File: src/verilog/gucm_pkg.sv
package gucm_pkg;

    // Width of the count and of the match value.
    localparam int COUNT_WIDTH = 32;

    // Reset values of the count and of the match value.
    localparam logic [31:0] COUNT_RESET = 32'h0000_0000;
    localparam logic [31:0] MATCH_RESET = 32'hffff_ffff;

    // Length of the match pulse in system clock cycles.
    localparam int PULSE_CYCLES = 1;

    // Number of synchroniser stages for pins from outside the clock domain.
    localparam int SYNC_STAGES = 3;

    // Control request from the host side of the unit.
    typedef struct packed {
        logic load_match;
        logic clear_count;
        logic [31:0] match_value;
    } gucm_ctrl_type;

    // State shown back to the host side.
    typedef struct packed {
        logic [31:0] count;
        logic [31:0] match_value;
        logic match_seen;
    } gucm_stat_type;

endpackage

File: src/verilog/gucm_counter.sv
// Overview of operation
// - The count advances only while the gate pin is high, and the outside source must hold it high to count.
// - Each rising edge of the count clock pin with the gate high and no clear adds one to the count; a clear, or a wrap from all ones, returns it to zero.
// - The count is a 32-bit binary number whose largest value is all ones.
// - When a step brings the count to the match value, one positive pulse appears on the match output.
// - The match output pin carries only the match indication and no other counter state.
`timescale 1ns/1ps

module gucm_counter
(
    input wire logic clk_sys,
    input wire logic rst,
    input wire logic count_gate_in,
    input wire logic count_up_clock_in,
    input wire gucm_pkg::gucm_ctrl_type ctrl,
    output gucm_pkg::gucm_stat_type stat,
    output logic count_match_out
);

    // Filtered pin levels. The counting logic needs only the gate level and
    // the rising edge of the count clock, both on the system clock.
    logic gate_level;
    logic clk_rise;
    logic step;

    // Match value, count and match indication state.
    logic [31:0] match_reg;
    logic [31:0] match_next;
    logic [31:0] count_reg;
    logic [31:0] count_next;
    logic pulse_reg;
    logic pulse_next;
    logic seen_reg;
    logic seen_next;
    logic hit;

    // The gate pin passes the same filter as the count clock, so a glitch on
    // the gate cannot open it for one stray count.
    gucm_pin_filter
    #(
        .STAGES(gucm_pkg::SYNC_STAGES)
    )
    u_gate_filter
    (
        .clk_sys(clk_sys),
        .rst(rst),
        .pin_in(count_gate_in),
        .level_out(gate_level),
        .rise_out()
    );

    // Only the rising edge of the count clock matters; its filtered level
    // is not needed here.
    gucm_pin_filter
    #(
        .STAGES(gucm_pkg::SYNC_STAGES)
    )
    u_clk_filter
    (
        .clk_sys(clk_sys),
        .rst(rst),
        .pin_in(count_up_clock_in),
        .level_out(),
        .rise_out(clk_rise)
    );

    // A filtered rising edge of the count clock while the gate is high. The
    // 200 MHz sampling keeps up with count clocks well above 5 MHz.
    assign step = clk_rise & gate_level;

    // Match value. A load takes effect at the next edge, and a step in the
    // same cycle is already compared against the new value.
    always_comb
    begin
        match_next = match_reg;
        if (ctrl.load_match)
        begin
            match_next = ctrl.match_value;
        end
    end

    always_ff @(posedge clk_sys or posedge rst)
    begin
        if (rst)
        begin
            match_reg <= gucm_pkg::MATCH_RESET;
        end
        else
        begin
            match_reg <= match_next;
        end
    end

    // Count. Clear has priority over a step in the same cycle; the lost edge
    // is the price of a clear that always leaves exactly zero behind.
    always_comb
    begin
        count_next = count_reg;
        if (ctrl.clear_count)
        begin
            count_next = gucm_pkg::COUNT_RESET;
        end
        else if (step)
        begin
            // The carry out of bit 31 is dropped, so all ones wraps to zero.
            count_next = count_reg + 32'h0000_0001;
        end
    end

    // Reset leaves the count at zero, just as a clear does.
    always_ff @(posedge clk_sys or posedge rst)
    begin
        if (rst)
        begin
            count_reg <= gucm_pkg::COUNT_RESET;
        end
        else
        begin
            count_reg <= count_next;
        end
    end

    // A match is a step that lands on the match value. Holding the count at
    // the match value, loading it or clearing onto it never gives a pulse.
    assign hit = step & ~ctrl.clear_count & (count_next == match_next);

    // Match pulse and the sticky match flag. A clear and a hit cannot meet in
    // one cycle, because hit itself is masked by ctrl.clear_count.
    always_comb
    begin
        pulse_next = 1'b0;
        seen_next = seen_reg;
        if (ctrl.clear_count)
        begin
            seen_next = 1'b0;
        end
        if (hit)
        begin
            pulse_next = 1'b1;
            seen_next = 1'b1;
        end
    end

    // The pulse register drives the pin directly, so the pin never glitches.
    always_ff @(posedge clk_sys or posedge rst)
    begin
        if (rst)
        begin
            pulse_reg <= 1'b0;
            seen_reg <= 1'b0;
        end
        else
        begin
            pulse_reg <= pulse_next;
            seen_reg <= seen_next;
        end
    end

    // The pin shows the match pulse and nothing else; the host side sees the
    // count, the match value and the sticky flag.
    assign count_match_out = pulse_reg;
    assign stat = '{count: count_reg, match_value: match_reg, match_seen: seen_reg};

endmodule

// Pin filter: a chain of flip-flops whose last two stages must agree before
// the filtered level follows, so a one-cycle glitch never counts. It needs at
// least two stages; three keep the first, possibly metastable, stage away
// from the comparison.
module gucm_pin_filter
#(
    parameter int STAGES = gucm_pkg::SYNC_STAGES
)
(
    input wire logic clk_sys,
    input wire logic rst,
    input wire logic pin_in,
    output logic level_out,
    output logic rise_out
);

    // Shift chain and the filtered level. Stage 0 may go metastable, so only
    // stage 1 ever reads it.
    logic [STAGES-1:0] sync_reg;
    logic [STAGES-1:0] sync_next;
    logic level_reg;
    logic level_next;

    // A pin change counts once the last two stages agree; until then the
    // filtered level keeps its old value.
    always_comb
    begin
        sync_next = {sync_reg[STAGES-2:0], pin_in};
        level_next = level_reg;
        if (sync_reg[STAGES-2] == sync_reg[STAGES-1])
        begin
            level_next = sync_reg[STAGES-1];
        end
    end

    // The chain resets low, so a pin that is high at release shows as a rise
    // a few cycles later.
    always_ff @(posedge clk_sys or posedge rst)
    begin
        if (rst)
        begin
            sync_reg <= '0;
            level_reg <= 1'b0;
        end
        else
        begin
            sync_reg <= sync_next;
            level_reg <= level_next;
        end
    end

    // The rise is seen one cycle before the level register follows, which
    // saves a cycle of latency on every count.
    assign level_out = level_reg;
    assign rise_out = level_next & ~level_reg;

endmodule

File: config.mk
export PLATFORM = sky130hd
export DESIGN_NAME = gucm_counter
export DESIGN_NICKNAME = d
export VERILOG_FILES = /design/src/verilog/gucm_pkg.sv /design/src/verilog/gucm_counter.sv
export SDC_FILE = /design/constraint.sdc
export NUM_CORES = 1
export LEC_CHECK = 0
export BUFFER_PORTS_ARGS = -buffer_cell sky130_fd_sc_hd__clkbuf_2
export CAP_MARGIN = 20
export CORE_ASPECT_RATIO = 1.25
export CORE_MARGIN = 2
export CORE_UTILIZATION = 51
export CTS_BUF_LIST = sky130_fd_sc_hd__clkbuf_4 sky130_fd_sc_hd__clkbuf_8
export DETAILED_ROUTE_END_ITERATION = 16
export MAX_ROUTING_LAYER = met4
export PLACE_DENSITY = 0.88
export SYNTH_ARGS = -nofsm -noshare
export SYNTH_HDL_FRONTEND = slang
export SYNTH_HIERARCHICAL = 1
export SYNTH_SLANG_ARGS = --single-unit
export TNS_END_PERCENT = 10
File: constraint.sdc
create_clock -name clk_sys -period 3.9 [get_ports clk_sys]
set_clock_uncertainty 0.15 [all_clocks]
set_input_delay 0.78 -clock clk_sys [delete_from_list [all_inputs] [get_ports clk_sys]]
set_output_delay 0.78 -clock clk_sys [all_outputs]
set_load 0.1 [all_outputs]
* Word level (Yosys, flattened, before mapping)
Cells that the tools add are included.
** Operators by class
- Reductions and logical operators :: 1
- Muxes and demuxes :: 7
- $add $sub $neg :: 1
- Order comparisons :: 0
- Bitwise operators :: 6
- Div/mod/pow operators :: 0
- $mul :: 0
- Equality and inequality tests :: 3
- Shift-type cells :: 0
** Operators by type and width (count)
- 32-bit two-way mux :: 3
- 32-bit by 1-bit adder with 32-bit output, second input constant :: 1
- 32-bit equality test :: 1
- 1-bit bitwise AND :: 4
- 1-bit two-way mux :: 4
- 1-bit equality test :: 2
- 1-bit NOT :: 2
- 2-bit nonzero test :: 1
** Word-level totals
- Bits of input ports :: 38
- Bits in latches :: 0
- Logic and storage cells :: 26
- Output and inout bits :: 66
- RAM bits :: 0
- Register bits :: 74
- Bits in read-only memories :: 0
- Memories :: 0

* Longest topological paths before layout
- Depth after elaboration :: 9
- Depth in mapped cells :: 12
- Gate-level depth less buffers :: 9

* Modules after synthesis
The synthesis kept the hierarchy.
** By module, submodules not included
- gucm_counter :: cells each 480, area an instance 4421.7 um2, sequential area each 1691.6 um2, instances 1
- gucm_pin_filter :: cells each 7, area an instance 125.1 um2, sequential area each 100.1 um2, instances 2

* Least setup slack after synthesis
OpenSTA, ideal clock, no wires.
- Kind :: reg2reg
- Start point :: register count_reg[4]
- End point :: register pulse_reg, in the netlist count_match_out
- Setup slack :: -362 ps
- Arrival :: 4017 ps
- Buffers on the path :: 2
- Cell stages (with the launch flop) :: 11
- Setup time :: 96 ps
- Period minus slack after synthesis :: 4262 ps
- Data required time :: 3654 ps
- Cell sequence :: dfrtp_1 buf_6 nand4_4 or4_4 buf_6 or4_4 a21oi_4 xnor2_1 or4_1 or4_1 nor4_2
** Between the ends
- Cells in the longest elaborated chain, start to end :: 6
** RTL lines
- start: declaration :: line gucm_counter.sv:29 : logic [31:0] count_reg;
- start signal: assignment :: line gucm_counter.sv:115 : count_reg <= gucm_pkg::COUNT_RESET;
- start signal: assignment :: line gucm_counter.sv:119 : count_reg <= count_next;
- 32-bit by 1-bit adder with 32-bit output :: line gucm_counter.sv:106 : count_next = count_reg + 32'h0000_0001;
- 32-bit two-way mux :: line gucm_counter.sv:103 : else if (step)
- 32-bit two-way mux :: line gucm_counter.sv:99 : if (ctrl.clear_count)
- named net count_next[21] :: line gucm_counter.sv:30 : logic [31:0] count_next;
- 32-bit equality test :: line gucm_counter.sv:125 : assign hit = step & ~ctrl.clear_count & (count_next == match_next);
- 1-bit bitwise AND :: line gucm_counter.sv:125
- named net hit :: line gucm_counter.sv:35 : logic hit;
- 1-bit two-way mux :: line gucm_counter.sv:137 : if (hit)
- end signal: assignment :: line gucm_counter.sv:154 : pulse_reg <= pulse_next;
- end: declaration :: line gucm_counter.sv:31 : logic pulse_reg;
The timed path passes the listed nets, and every way through them passes these cells.
A chain may end at the register's enable or synchronous reset.

* Final worst setup path
- Start point :: register u_clk_filter.level_reg, in the netlist u_clk_filter/level_out
- End point :: register pulse_reg, in the netlist count_match_out
** Between the ends
- Cells in the longest elaborated chain, start to end :: 8
- Elaborated cells between the ends (all ways) :: 10
- Those cells by class :: eq/ne: 1; mux: 4; bitwise: 5
** RTL lines
- start: declaration :: line gucm_counter.sv:186 : logic level_reg;
- start signal: assignment :: line gucm_counter.sv:213 : level_reg <= level_next;
- 1-bit two-way mux or 1-bit NOT (tied branches) :: line gucm_counter.sv:195, gucm_counter.sv:220
- 1-bit bitwise AND * :: line gucm_counter.sv:220 : assign rise_out = level_next & ~level_reg;
- named net clk_rise :: line gucm_counter.sv:23 : logic clk_rise;
- 1-bit bitwise AND * :: line gucm_counter.sv:69 : assign step = clk_rise & gate_level;
- 32-bit two-way mux * :: line gucm_counter.sv:103
- 32-bit two-way mux * :: line gucm_counter.sv:99
- named net count_next[25] :: line gucm_counter.sv:30
- 32-bit equality test * :: line gucm_counter.sv:125
- 1-bit bitwise AND * :: line gucm_counter.sv:125
- named net hit :: line gucm_counter.sv:35
- 1-bit two-way mux * :: line gucm_counter.sv:137
The timed path passes the listed nets; every way through them passes the cells marked *.

==> impl_metrics.env <==
export IMPL_status="finished clean"
export IMPL_setup_viol_count_final=0
export IMPL_fill_cells=765
export IMPL_wl_per_cell_um=18.2
export IMPL_slew_viol_final=0
export IMPL_area_growth_pct=19.7
export IMPL_crit_path_max_fanout=11
export IMPL_track_usage=0.277
export IMPL_first_pass_iters=5
export IMPL_fin_nets=633
export IMPL_slew_headroom=0.571
export IMPL_cts_root_buf="clkbuf_8"
export IMPL_hold_viol_final=0
export IMPL_wl_um=13200
export IMPL_syn_inst=493
export IMPL_required_ns=4.04
export IMPL_initial_core_util=0.516
export IMPL_postCtsHoldBufs=0
export IMPL_drive_gt1_frac=0.396
export IMPL_rows=39
export IMPL_fin_crit_sh=0.957
export IMPL_die_y_um=111
export IMPL_powerDensity_nw_per_um2=358
export IMPL_p_leak_uw=0.00244
export IMPL_worstSkewPairLatency_ns=0.37
export IMPL_critical_path_arrival_ns=3.87
export IMPL_tightest_slew_ns=0.637
export IMPL_fmax_ghz=0.268
export IMPL_synthesis_nets=532
export IMPL_ant_nets=0
export IMPL_place_congestion=0.944
export IMPL_clockBufferDepth=2
export IMPL_drcViolationCount=0
export IMPL_crit_type="flop to flop"
export IMPL_grt_pass1_wl_um=20700
export IMPL_crit_path_end_kind="flop"
export IMPL_rsz0062_at_grt="no"
export IMPL_avgSynthCellArea_um2=9.46
export IMPL_hold_path_class="primary input to async pin"
export IMPL_dieArea_um2=9930
export IMPL_first_global_vias=4412
export IMPL_die_w_um=89.5
export IMPL_vdd_ir_drop_max_v=0.000188
export IMPL_ys_warn_count=6
export IMPL_setup_worst_path_start_class="flop"
export IMPL_clock_sinks=74
export IMPL_diodes=0
export IMPL_period_needed_ns=3.73
export IMPL_post_cts_resized=0
export IMPL_setup_tns_ns=0
export IMPL_overflow=0
export IMPL_core_area_um2=9030
export IMPL_drt_vias_per_instance=6.23
export IMPL_cts_tree="built"
export IMPL_cap_violations=0
export IMPL_clk_pin_slew_worst_paths_ns=0.09
export IMPL_htree_levels=3
export IMPL_grt_max_degree=31
export IMPL_drt_initial_drc_count=385
export IMPL_place_detailed_hpwl_um=10000
export IMPL_final_cell_area_um2=5580
export IMPL_num_io_pins=104
export IMPL_place_area_um2=5360
export IMPL_num_vias=4501
export IMPL_antenna_found_initial=0
export IMPL_cts_made_buffers=9
export IMPL_syn_cell_area_um2=4660
export IMPL_numPortBuffers=103
-- power by group --
group	internal [uW]	total (uW)	switching, uW
Clock	362	640	279
Sequential	831	852	20.9
Combinational	112	508	396
-- per-layer routing --
layer,global-route usage,routed length (um)
met1,0.297,4720
met2,0.466,6860
met3,0.0380,808
met4,0.175,788
met5,-,0
-- placed cells by master (no fill, tap or decap), types with 5 or more instances in the layout --
master and instances:
a211oi_1 5, a21oi_1 15, and2_1 5, and3_1 12, and4_1 7, buf_4 18, clkbuf_2 103, clkbuf_8 12
dfrtp_1 24, dfrtp_2 18, dfstp_2 32, inv_1 17, mux2_2 28, mux2i_1 11, nand2_1 37, nand3_1 26
nand4_1 17, nor2_1 32, nor2b_1 8, nor3_1 14, nor3b_1 6, nor4_1 14, o211ai_1 10, o21a_1 5
o21ai_0 7, o31ai_1 9, or2_2 7, or4_1 14, xnor2_1 9, xor2_1 8
-- repair_timing --
action	4_1_cts	5_1_grt
setup endpoints to repair	0	1
endpoints found under the hold margin	0	0
buffers inserted	0	1
-- critical path: stages (launching register included) --
cell and delay, ns:
dfrtp_1 0.39, and3b_2 0.28, nand4_2 0.11, or4_4 0.59, or4_1 0.53, a21oi_1 0.24, xor2_1 0.13, or4_1 0.51
or4_1 0.49, nor4_2 0.24
-- metrics by stage --
stage                     utilization  instances  worst slack (ns)  hold WS, ns  total power [uW]
after floorplan                     -        493            0.0369        0.181              1270
after global placement          0.594        705             0.212        0.191              1360
after detailed placement        0.594        705             0.145        0.189              1370
after CTS                       0.617        721             0.131        0.146              2000
after global routing            0.618        722            0.0329        0.159              2070
final                           0.618        722             0.169        0.147              2000
-- area by class of cell --
type / count / area, um2 / area share
multi-input cells: 369 / 2560 / 0.459
flip-flops and latches: 74 / 1910 / 0.343
repair buffers: 122 / 671 / 0.120
clock buffers: 14 / 180 / 0.0323
well taps: 123 / 154 / 0.0276
inverters: 18 / 67.6 / 0.0121
clock inverters: 2 / 35.0 / 0.00628
-- path summary, 6_finish.rpt --
check,start,endpoint,slack [ns],cells after the start
setup / recovery,u_clk_filter/level_out,count_match_out,0.17,9
hold / removal,rst,u_clk_filter/sync_reg[2],0.15,2
setup reg to reg,u_clk_filter/level_out,count_match_out,0.17,9
hold reg to reg,u_gate_filter/sync_reg[0],u_gate_filter/sync_reg[1],0.20,0
max in group asynchronous,rst,match_reg[7],2.61,3
min in group clk_sys,u_gate_filter/sync_reg[0],u_gate_filter/sync_reg[1],0.20,0
No activity file was read; power rests on OpenSTA's default activity.
